==> src/core/fault_flag_pkg.sv <==
// Package of register indices, field positions and reset values for the fault flag readback block.
// Assumes a 32-bit AXI4-Lite slave; byte address of each register is four times its index.
package fault_flag_pkg;

  // ****************************************
  // Register indices (byte address = index * 4)
  // ****************************************
  localparam logic [7:0] IDX_SOURCE_MASK = 8'h1D;
  localparam logic [7:0] IDX_LIVE = 8'h22;
  localparam logic [7:0] IDX_LATCH_LIMITER = 8'h24;
  localparam logic [7:0] IDX_LATCH_DIAG = 8'h25;
  localparam logic [7:0] IDX_LATCH_CLOCK = 8'h26;
  localparam logic [7:0] IDX_INT_CLK_CFG = 8'h30;

  // ****************************************
  // Reset values
  // ****************************************
  localparam logic [7:0] MASK_RESET = 8'hFF;
  localparam logic [7:0] CFG_RESET = 8'h19;
  localparam logic [7:0] FLAGS_RESET = 8'h00;

  // ****************************************
  // Field positions
  // ****************************************
  localparam int LIVE_POWER_DOWN_BIT = 7;
  localparam int LIVE_MIC_CLK_BIT = 4;
  localparam int LIVE_SERIAL2_CLK_BIT = 3;
  localparam int DIAG_DONE_BIT = 5;
  localparam int DIAG_FAULT_LSB = 3;
  localparam int BROWNOUT_LSB = 0;
  localparam int BROWNOUT_W = 3;
  localparam int CFG_CLEAR_BIT = 2;
  localparam int REG_W = 8;
  localparam int IDX_LSB = 2;

  // Load diagnostic result codes
  localparam logic [1:0] DIAG_NORMAL = 2'h0;
  localparam logic [1:0] DIAG_OPEN = 2'h1;
  localparam logic [1:0] DIAG_SHORT = 2'h2;

  // ****************************************
  // AXI responses
  // ****************************************
  localparam logic [1:0] RESP_OKAY = 2'h0;
  localparam logic [1:0] RESP_SLVERR = 2'h2;

endpackage : fault_flag_pkg

==> src/core/fault_event_flag_readback.sv <==
// Live and sticky fault/event flag readback with mask and latch-clear control over AXI4-Lite.
// Assumes all event inputs come from other domains and are held at least two clock cycles.
//
// Chosen here: register access over AXI4-Lite.
`timescale 1ns/1ps

module fault_event_flag_readback #(
  parameter int ADDR_W = 8
) (
  // Clock and reset
  input wire logic aclk,
  input wire logic aresetn,
  // AXI4-Lite write address and data
  input wire logic awvalid,
  output logic awready,
  input wire logic [ADDR_W-1:0] awaddr,
  input wire logic [2:0] awprot,
  input wire logic wvalid,
  output logic wready,
  input wire logic [31:0] wdata,
  input wire logic [3:0] wstrb,
  // AXI4-Lite write response
  output logic bvalid,
  input wire logic bready,
  output logic [1:0] bresp,
  // AXI4-Lite read
  input wire logic arvalid,
  output logic arready,
  input wire logic [ADDR_W-1:0] araddr,
  input wire logic [2:0] arprot,
  output logic rvalid,
  input wire logic rready,
  output logic [31:0] rdata,
  output logic [1:0] rresp,
  // Live event sources
  input wire logic power_down_in,
  input wire logic mic_clk_err_in,
  input wire logic serial2_clk_err_in,
  // Latched event sources
  input wire logic [7:0] limiter_fault_src,
  input wire logic load_diag_done_in,
  input wire logic [1:0] load_diag_fault_in,
  input wire logic [2:0] brownout_src,
  input wire logic [7:0] clock_supply_src,
  // Control outputs to the interrupt pin logic
  output logic [7:0] source_mask,
  output logic [7:0] int_clk_cfg
);

  // ****************************************
  // Input synchronisers
  // ****************************************
  localparam int SYNC_W = 25;
  logic [SYNC_W-1:0] sync_meta_reg;
  logic [SYNC_W-1:0] sync_reg;
  logic pd_s;
  logic mic_s;
  logic ser2_s;
  logic [7:0] lim_s;
  logic diag_done_s;
  logic [1:0] diag_fault_s;
  logic [2:0] brown_s;
  logic [7:0] clk_s;

  // Two flops per source; the first flop is read by the second only
  always_ff @(posedge aclk) begin
    if (!aresetn) begin
      sync_meta_reg <= '0;
      sync_reg <= '0;
    end else begin
      sync_meta_reg <= {power_down_in, mic_clk_err_in, serial2_clk_err_in, limiter_fault_src,
                        load_diag_done_in, load_diag_fault_in, brownout_src, clock_supply_src};
      sync_reg <= sync_meta_reg;
    end
  end

  assign {pd_s, mic_s, ser2_s, lim_s, diag_done_s, diag_fault_s, brown_s, clk_s} = sync_reg;

  // ****************************************
  // Write channel
  // ****************************************
  logic aw_held_reg;
  logic w_held_reg;
  logic [ADDR_W-1:0] waddr_reg;
  logic [7:0] wbyte_reg;
  logic wlane_reg;
  logic bvalid_reg;
  logic [1:0] bresp_reg;
  logic wr_do;
  logic [ADDR_W-3:0] widx;
  logic w_map;

  // Accept address and data separately; stall both while a response waits
  assign awready = !aw_held_reg && !bvalid_reg;
  assign wready = !w_held_reg && !bvalid_reg;
  assign wr_do = aw_held_reg && w_held_reg && !bvalid_reg;
  assign widx = waddr_reg[ADDR_W-1:fault_flag_pkg::IDX_LSB];
  assign bvalid = bvalid_reg;
  assign bresp = bresp_reg;

  // Write address and data holding
  always_ff @(posedge aclk) begin
    if (!aresetn) begin
      aw_held_reg <= 1'b0;
      w_held_reg <= 1'b0;
      waddr_reg <= '0;
      wbyte_reg <= 8'h00;
      wlane_reg <= 1'b0;
    end else begin
      if (awvalid && awready) begin
        aw_held_reg <= 1'b1;
        waddr_reg <= awaddr;
      end else if (wr_do) begin
        aw_held_reg <= 1'b0;
      end
      if (wvalid && wready) begin
        w_held_reg <= 1'b1;
        wbyte_reg <= wdata[7:0];
        wlane_reg <= wstrb[0];
      end else if (wr_do) begin
        w_held_reg <= 1'b0;
      end
    end
  end

  // Writes to the readback registers are ignored but answered OKAY, like mask and config writes; unmapped addresses get SLVERR
  always_comb begin
    w_map = 1'b0;
    if (widx == (ADDR_W-2)'(fault_flag_pkg::IDX_LIVE) ||
        widx == (ADDR_W-2)'(fault_flag_pkg::IDX_LATCH_LIMITER) ||
        widx == (ADDR_W-2)'(fault_flag_pkg::IDX_LATCH_DIAG) ||
        widx == (ADDR_W-2)'(fault_flag_pkg::IDX_LATCH_CLOCK) ||
        widx == (ADDR_W-2)'(fault_flag_pkg::IDX_SOURCE_MASK) ||
        widx == (ADDR_W-2)'(fault_flag_pkg::IDX_INT_CLK_CFG)) begin
      w_map = 1'b1;
    end
  end

  // Write response, held until the master takes it
  always_ff @(posedge aclk) begin
    if (!aresetn) begin
      bvalid_reg <= 1'b0;
      bresp_reg <= fault_flag_pkg::RESP_OKAY;
    end else if (wr_do) begin
      bvalid_reg <= 1'b1;
      bresp_reg <= w_map ? fault_flag_pkg::RESP_OKAY : fault_flag_pkg::RESP_SLVERR;
    end else if (bvalid_reg && bready) begin
      bvalid_reg <= 1'b0;
    end
  end

  // ****************************************
  // Control registers
  // ****************************************
  logic [7:0] mask_reg;
  logic [7:0] cfg_reg;
  logic clear_reg;
  logic wr_mask;
  logic wr_cfg;

  assign wr_mask = wr_do && wlane_reg && widx == (ADDR_W-2)'(fault_flag_pkg::IDX_SOURCE_MASK);
  assign wr_cfg = wr_do && wlane_reg && widx == (ADDR_W-2)'(fault_flag_pkg::IDX_INT_CLK_CFG);
  assign source_mask = mask_reg;
  assign int_clk_cfg = cfg_reg;

  always_ff @(posedge aclk) begin
    if (!aresetn) begin
      mask_reg <= fault_flag_pkg::MASK_RESET;
    end else if (wr_mask) begin
      mask_reg <= wbyte_reg;
    end
  end

  // config with self-clearing clear bit; the bit never stores, so it always reads 0
  always_ff @(posedge aclk) begin
    if (!aresetn) begin
      cfg_reg <= fault_flag_pkg::CFG_RESET;
      clear_reg <= 1'b0;
    end else begin
      clear_reg <= wr_cfg && wbyte_reg[fault_flag_pkg::CFG_CLEAR_BIT];
      if (wr_cfg) begin
        cfg_reg <= wbyte_reg & ~(8'h01 << fault_flag_pkg::CFG_CLEAR_BIT);
      end
    end
  end

  // ****************************************
  // Sticky flags
  // ****************************************
  logic [7:0] lat_lim_reg;
  logic [2:0] lat_brown_reg;
  logic lat_done_reg;
  logic [1:0] lat_fault_reg;
  logic [7:0] lat_clk_reg;

  // a set in the clearing cycle wins over the clear
  always_ff @(posedge aclk) begin
    if (!aresetn) begin
      lat_lim_reg <= fault_flag_pkg::FLAGS_RESET;
    end else begin
      lat_lim_reg <= (clear_reg ? 8'h00 : lat_lim_reg) | lim_s;
    end
  end

  always_ff @(posedge aclk) begin
    if (!aresetn) begin
      lat_brown_reg <= 3'h0;
    end else begin
      lat_brown_reg <= (clear_reg ? 3'h0 : lat_brown_reg) | brown_s;
    end
  end

  // completion latch; the result code is captured with completion
  always_ff @(posedge aclk) begin
    if (!aresetn) begin
      lat_done_reg <= 1'b0;
      lat_fault_reg <= fault_flag_pkg::DIAG_NORMAL;
    end else if (diag_done_s) begin
      lat_done_reg <= 1'b1;
      lat_fault_reg <= diag_fault_s;
    end else if (clear_reg) begin
      lat_done_reg <= 1'b0;
      lat_fault_reg <= fault_flag_pkg::DIAG_NORMAL;
    end
  end

  always_ff @(posedge aclk) begin
    if (!aresetn) begin
      lat_clk_reg <= fault_flag_pkg::FLAGS_RESET;
    end else begin
      lat_clk_reg <= (clear_reg ? 8'h00 : lat_clk_reg) | clk_s;
    end
  end

  // ****************************************
  // Read channel
  // ****************************************
  logic rvalid_reg;
  logic [31:0] rdata_reg;
  logic [1:0] rresp_reg;
  logic [7:0] live_val;
  logic [7:0] diag_val;
  logic [7:0] rd_val;
  logic rd_map;
  logic [ADDR_W-3:0] ridx;

  assign arready = !rvalid_reg;
  assign rvalid = rvalid_reg;
  assign rdata = rdata_reg;
  assign rresp = rresp_reg;
  assign ridx = araddr[ADDR_W-1:fault_flag_pkg::IDX_LSB];

  always_comb begin
    live_val = 8'h00;
    live_val[fault_flag_pkg::LIVE_POWER_DOWN_BIT] = pd_s;
    live_val[fault_flag_pkg::LIVE_MIC_CLK_BIT] = mic_s;
    live_val[fault_flag_pkg::LIVE_SERIAL2_CLK_BIT] = ser2_s;
  end

  always_comb begin
    diag_val = 8'h00;
    diag_val[fault_flag_pkg::DIAG_DONE_BIT] = lat_done_reg;
    diag_val[fault_flag_pkg::DIAG_FAULT_LSB +: 2] = lat_fault_reg;
    diag_val[fault_flag_pkg::BROWNOUT_LSB +: fault_flag_pkg::BROWNOUT_W] = lat_brown_reg;
  end

  // Read decode; unmapped addresses return zero with SLVERR
  always_comb begin
    rd_val = 8'h00;
    rd_map = 1'b1;
    if (ridx == (ADDR_W-2)'(fault_flag_pkg::IDX_LIVE)) begin
      rd_val = live_val;
    end else if (ridx == (ADDR_W-2)'(fault_flag_pkg::IDX_LATCH_LIMITER)) begin
      rd_val = lat_lim_reg;
    end else if (ridx == (ADDR_W-2)'(fault_flag_pkg::IDX_LATCH_DIAG)) begin
      rd_val = diag_val;
    end else if (ridx == (ADDR_W-2)'(fault_flag_pkg::IDX_LATCH_CLOCK)) begin
      rd_val = lat_clk_reg;
    end else if (ridx == (ADDR_W-2)'(fault_flag_pkg::IDX_SOURCE_MASK)) begin
      rd_val = mask_reg;
    end else if (ridx == (ADDR_W-2)'(fault_flag_pkg::IDX_INT_CLK_CFG)) begin
      rd_val = cfg_reg;
    end else begin
      rd_map = 1'b0;
    end
  end

  // Registered read answer, held until rready
  always_ff @(posedge aclk) begin
    if (!aresetn) begin
      rvalid_reg <= 1'b0;
      rdata_reg <= 32'h0000_0000;
      rresp_reg <= fault_flag_pkg::RESP_OKAY;
    end else if (arvalid && arready) begin
      rvalid_reg <= 1'b1;
      rdata_reg <= {24'h00_0000, rd_val};
      rresp_reg <= rd_map ? fault_flag_pkg::RESP_OKAY : fault_flag_pkg::RESP_SLVERR;
    end else if (rvalid_reg && rready) begin
      rvalid_reg <= 1'b0;
    end
  end

  // ****************************************
  // Assertions
  // ****************************************
  logic rd_live;
  logic rd_cfg;
  assign rd_live = arvalid && arready && ridx == (ADDR_W-2)'(fault_flag_pkg::IDX_LIVE);
  assign rd_cfg = arvalid && arready && ridx == (ADDR_W-2)'(fault_flag_pkg::IDX_INT_CLK_CFG);

  property p_live_power_down;
    @(posedge aclk) disable iff (!aresetn) rd_live |=> rvalid && rdata[7] == $past(pd_s);
  endproperty
  a_live_power_down: assert property (p_live_power_down) else $error("power-down live bit wrong");

  property p_live_mic;
    @(posedge aclk) disable iff (!aresetn) rd_live |=> rdata[4] == $past(mic_s);
  endproperty
  a_live_mic: assert property (p_live_mic) else $error("mic clock live bit wrong");

  property p_live_serial2;
    @(posedge aclk) disable iff (!aresetn) rd_live |=> rdata[3] == $past(ser2_s);
  endproperty
  a_live_serial2: assert property (p_live_serial2) else $error("serial port live bit wrong");

  property p_live_reserved;
    @(posedge aclk) disable iff (!aresetn) rd_live |=> rdata[31:8] == 24'h00_0000 && rdata[6:5] == 2'h0
      && rdata[2:0] == 3'h0;
  endproperty
  a_live_reserved: assert property (p_live_reserved) else $error("live reserved bits not zero");

  property p_limiter_sets;
    @(posedge aclk) disable iff (!aresetn) (lim_s != 8'h00) |=> (lat_lim_reg & $past(lim_s)) == $past(lim_s);
  endproperty
  a_limiter_sets: assert property (p_limiter_sets) else $error("limiter flag not latched");

  property p_limiter_holds;
    @(posedge aclk) disable iff (!aresetn) !clear_reg [*2]
      |-> (lat_lim_reg & $past(lat_lim_reg)) == $past(lat_lim_reg);
  endproperty
  a_limiter_holds: assert property (p_limiter_holds) else $error("limiter flag dropped without clear");

  property p_clock_holds;
    @(posedge aclk) disable iff (!aresetn) !clear_reg |=> (lat_clk_reg & $past(lat_clk_reg)) == $past(lat_clk_reg)
      && (lat_clk_reg & $past(clk_s)) == $past(clk_s);
  endproperty
  a_clock_holds: assert property (p_clock_holds) else $error("clock flag not held");

  property p_clear_all;
    @(posedge aclk) disable iff (!aresetn) clear_reg && lim_s == 8'h00 && clk_s == 8'h00 && brown_s == 3'h0
      && !diag_done_s |=> lat_lim_reg == 8'h00 && lat_clk_reg == 8'h00 && lat_brown_reg == 3'h0 && !lat_done_reg;
  endproperty
  a_clear_all: assert property (p_clear_all) else $error("clear left a flag set");

  property p_diag_capture;
    @(posedge aclk) disable iff (!aresetn) diag_done_s |=> lat_done_reg && lat_fault_reg == $past(diag_fault_s);
  endproperty
  a_diag_capture: assert property (p_diag_capture) else $error("diagnostic result not captured");

  property p_cfg_clear_reads_zero;
    @(posedge aclk) disable iff (!aresetn) rd_cfg |=> rdata[2] == 1'b0 && rvalid;
  endproperty
  a_cfg_clear_reads_zero: assert property (p_cfg_clear_reads_zero) else $error("clear bit read back set");

  property p_mask_write;
    @(posedge aclk) disable iff (!aresetn) wr_mask |=> mask_reg == $past(wbyte_reg)
      ##1 source_mask == $past(wbyte_reg, 2);
  endproperty
  a_mask_write: assert property (p_mask_write) else $error("mask write not stored");

  property p_clear_pulse;
    @(posedge aclk) disable iff (!aresetn) wr_cfg && wbyte_reg[fault_flag_pkg::CFG_CLEAR_BIT]
      |=> clear_reg ##1 (!clear_reg || wr_cfg);
  endproperty
  a_clear_pulse: assert property (p_clear_pulse) else $error("clear pulse wrong length");

endmodule : fault_event_flag_readback

==> config.mk <==
export PLATFORM = sky130hd
export DESIGN_NAME = fault_event_flag_readback
export DESIGN_NICKNAME = d
export VERILOG_FILES = /design/src/core/fault_flag_pkg.sv /design/src/core/fault_event_flag_readback.sv
export SDC_FILE = /design/constraint.sdc
export NUM_CORES = 1
export LEC_CHECK = 0
export BUFFER_PORTS_ARGS = -buffer_cell sky130_fd_sc_hd__buf_2
export CAP_MARGIN = 40
export CORE_UTILIZATION = 50
export DETAILED_ROUTE_END_ITERATION = 7
export PLACE_DENSITY = 0.81
export SETUP_SLACK_MARGIN = 0.5
export SLEW_MARGIN = 25
export SYNTH_ARGS = -nofsm -noshare
export SYNTH_HDL_FRONTEND = slang
export SYNTH_SLANG_ARGS = --single-unit
==> constraint.sdc <==
create_clock -name aclk -period 3.9 [get_ports aclk]
set_input_delay 0.195 -clock aclk [delete_from_list [all_inputs] [get_ports aclk]]
set_output_delay 0.195 -clock aclk [all_outputs]
set_load 0.005 [all_outputs]
==> impl_metrics.xml <==
<?xml version="1.0" encoding="UTF-8"?>
<metrics>
  <group name="place">
    <metric name="place_congestion" unit="">0.880</metric>
    <metric name="post-place-ws" unit="ns">2.07</metric>
    <metric name="dp.final_hpwl" unit="um">6000</metric>
    <metric name="buffer_ports.inserted" unit="">82</metric>
  </group>
  <group name="global_routing">
    <metric name="grt_pass1_vias" unit="">3205</metric>
    <metric name="initial_antenna_violation_count" unit="">0</metric>
    <metric name="grt_first_pass_wirelength" unit="um">14700</metric>
    <metric name="grt_start_max_net_pins" unit="">70</metric>
    <metric name="grt_usage" unit="%">21.5</metric>
    <metric name="grt_overflow" unit="">0</metric>
  </group>
  <group name="final_layout">
    <metric name="nFillCells" unit="">616</metric>
    <metric name="n_antenna_cell" unit="">0</metric>
    <metric name="final_net_count" unit="">658</metric>
    <metric name="multi_input_area" unit="um^2">1810</metric>
    <metric name="area_delta_synth_final" unit="%">31.6</metric>
    <metric name="drive_above_1_share" unit="%">21.2</metric>
    <metric name="final-seq-area" unit="um^2">2340</metric>
  </group>
  <group name="setup_path">
    <metric name="cp_data_arrival_time" unit="ns">2.22</metric>
    <metric name="worst-setup-path-type" unit="">reg -&gt; reg</metric>
    <metric name="worst_ep_required_time" unit="ns">4.27</metric>
    <metric name="critical_path.cell_chain" unit="">or3b_4 &gt; nor4_4 &gt; mux2i_1 &gt; nor2_1</metric>
    <metric name="r2r_setup_slack" unit="ns">2.05</metric>
    <metric name="cp_slowest_cell" unit="">nor4_4</metric>
    <metric name="critical_path.endpoint_type" unit="">flip-flop</metric>
    <metric name="timing.critical_path.slowest_cell_delay" unit="ns">0.58</metric>
    <metric name="setup.worst_path.start_class" unit="">flip-flop</metric>
    <metric name="worst-path-max-fanout" unit="">8</metric>
  </group>
  <group name="sta">
    <metric name="timing.final.setup_violations" unit="">0</metric>
    <metric name="relSlewSlack" unit="%">39.4</metric>
    <metric name="final.min_clock_period" unit="ns">1.85</metric>
    <metric name="finalSetupTns" unit="ns">0</metric>
    <metric name="timing.final.max_slew_violations" unit="">0</metric>
    <metric name="rsz0062_at_grt" unit="">false</metric>
    <metric name="hold_violations" unit="">0</metric>
    <metric name="timing_worst_slew_pin_value" unit="ns">0.896</metric>
    <metric name="final_critical_path_setup_slack" unit="ns">2.05</metric>
    <metric name="fin_worst_skew" unit="ns">0.00778</metric>
    <metric name="min_period_over_period" unit="%">47.5</metric>
    <metric name="max_freq" unit="GHz">0.539</metric>
  </group>
  <group name="detailed_routing">
    <metric name="routed_wire_length_per_instance" unit="um">13.6</metric>
    <metric name="first_iter_violations" unit="">251</metric>
    <metric name="vias_per_cell" unit="">5.08</metric>
    <metric name="route.vias.total" unit="">3476</metric>
    <metric name="detailedRoute.firstPassIterationCount" unit="">5</metric>
    <metric name="final_antenna_net_count" unit="">0</metric>
    <metric name="drt-total-wl" unit="um">9290</metric>
    <metric name="drc_errors" unit="">0</metric>
  </group>
  <group name="cts">
    <metric name="clock_sinks" unit="">117</metric>
    <metric name="h-tree-depth" unit="">4</metric>
    <metric name="cts_tree" unit="">built</metric>
    <metric name="tritoncts.num_buffers" unit="">17</metric>
    <metric name="cts_root_buffer_type" unit="">clkbuf_8</metric>
    <metric name="insertion_delay" unit="ns">0.50</metric>
    <metric name="cts.clk_slew.worst_paths" unit="ns">0.05</metric>
    <metric name="clock_path_buffers" unit="">2</metric>
  </group>
  <group name="outcome">
    <metric name="run_status" unit="">complete, no violations</metric>
  </group>
  <group name="die">
    <metric name="die_x" unit="um">95.3</metric>
    <metric name="rows" unit="">33</metric>
    <metric name="initial_utilization" unit="%">52.2</metric>
    <metric name="fp.coreArea" unit="um^2">8340</metric>
    <metric name="design.die.area" unit="um^2">9090</metric>
    <metric name="io_pins" unit="">147</metric>
    <metric name="die_h" unit="um">95.3</metric>
  </group>
  <group name="logic_synthesis">
    <metric name="synthesis.instances" unit="">443</metric>
    <metric name="synth_area_leaders" unit="">dfxtp_1 54%, and2_1 7.8%, mux2i_1 6.0%</metric>
    <metric name="share_of_yosys_cell_area_claimed_by_the_top_area_cell_type" unit="%">53.8</metric>
    <metric name="synth.cells.most_frequent" unit="">117 x dfxtp_1, 54 x and2_1, 42 x nor2_1</metric>
    <metric name="syn-cell-area" unit="um^2">4360</metric>
    <metric name="synth_cell_types" unit="">49</metric>
    <metric name="netlist.top_cell.by_area" unit="">dfxtp_1</metric>
    <metric name="postSynth.asyncResetShare" unit="%">0</metric>
    <metric name="synth_warnings" unit="">0</metric>
    <metric name="most_instantiated_flip_flop_cell_in_the_synthesis_netlist" unit="">dfxtp_1</metric>
    <metric name="synth-seq-cells" unit="">117</metric>
    <metric name="seq_area_frac_synth" unit="%">53.8</metric>
    <metric name="postSynthAreaPerCell" unit="um^2">9.83</metric>
    <metric name="yosys.cell_count.top_type" unit="">dfxtp_1</metric>
    <metric name="synth_edf_count" unit="">0</metric>
  </group>
  <group name="pwr">
    <metric name="p_per_area" unit="nW/um^2">505</metric>
    <metric name="total_leakage_power" unit="nW">2.51</metric>
    <metric name="peakVddDrop" unit="uV">345</metric>
  </group>
  <group name="job">
    <metric name="cap_viol_max_count" unit="">0</metric>
  </group>
  <group name="hold_path">
    <metric name="hold_path_class" unit="">in -&gt; reg</metric>
  </group>
</metrics>
==> timing repair <==
item,in CTS,in global routing
hold buffers,42,0
gates resized for setup,0,0
setup buffers,0,0
endpoints found under the hold margin,42,0
==> cell families after synthesis <==
logic type | count (synthesis) | synth area share, %
AO/OA/AOI/OAI | 65 | 9.19
buffers and inverters | 52 | 7.04
flip-flops | 117 | 53.8
multiplexers | 28 | 6.49
other | 1 | 0.0861
AND/OR/NAND/NOR | 180 | 23.4
==> cell usage in the layout, fill, tap and decap left out, drive strengths merged, types with 3 or more instances in the layout <==
master       synthesis  layout
a21oi               37      37
a221oi               3       3
a32o                 4       4
and2                54      54
and3                12      12
and4                 3       3
buf                 31      86
clkbuf              17      27
conb                 1      27
dfxtp              117     117
dlygate4sd3          0      42
inv                  4       4
mux2i               26      26
nand2               38      38
nand2b               7       7
nand4b               4       4
nor2                42      42
o21ai                6       6
o31ai                3       3
or4                  3       3
==> per-layer routing <==
layer  wire, um  GRT usage (%)  up-vias
met5          0              0        -
met4        151           9.97        0
met3        552           5.82       14
met2       4710           37.2      134
met1       3880           24.4     1620
li1           -              -     1708
==> per-stage QoR <==
| stage | util [%] | hold slack, ns | total power (W) | std cells | cell area, um^2 |
|---|---|---|---|---|---|
| global route | 68.8 | 0.154 | 0.00301 | 684 | 5730 |
| detailed placement | 56.6 | 0.404 | 0.00147 | 611 | 4720 |
| finish | 68.8 | 0.141 | 0.00290 | 684 | 5730 |
| floorplan | - | 0.322 | 0.00142 | 469 | 4450 |
| global placement | 56.6 | 0.406 | 0.00146 | 610 | 4720 |
| CTS | 68.4 | 0.127 | 0.00292 | 683 | 5710 |
==> power breakdown <==
group | leakage [nW] | internal [W] | switching, W
Combinational | 1.27 | 0.000105 | 0.0000960
Sequential | 0.961 | 0.00125 | 0.0000304
Clock | 0.280 | 0.000952 | 0.000462
Total | 2.51 | 0.00231 | 0.000589
==> worst paths after layout <==
| check | cells past startpoint | from | to |
|---|---|---|---|
| max reg2reg | 4 | waddr_reg[7] | int_clk_cfg[1] |
| min reg2reg | 1 | sync_meta_reg[14] | sync_reg[14] |
| min | 2 | aresetn | int_clk_cfg[0] |
| max | 4 | waddr_reg[7] | int_clk_cfg[1] |
==> area by class of cell <==
class                   instances  area share (%)
clock inverters                 3           0.698
flip-flops and latches        117            40.8
clock buffers                  27            9.10
inverters                       4           0.262
well taps                     105            2.29
repair buffers                128            15.3
multi-input cells             300            31.5
==> critical path, delay by kind of cell (launching register included) <==
family | cells | cell delay (ns)
simple gates | 3 | 1.05
mux | 1 | 0.29
flops | 1 | 0.37
Note: power is estimated with default switching activity, not from simulation.
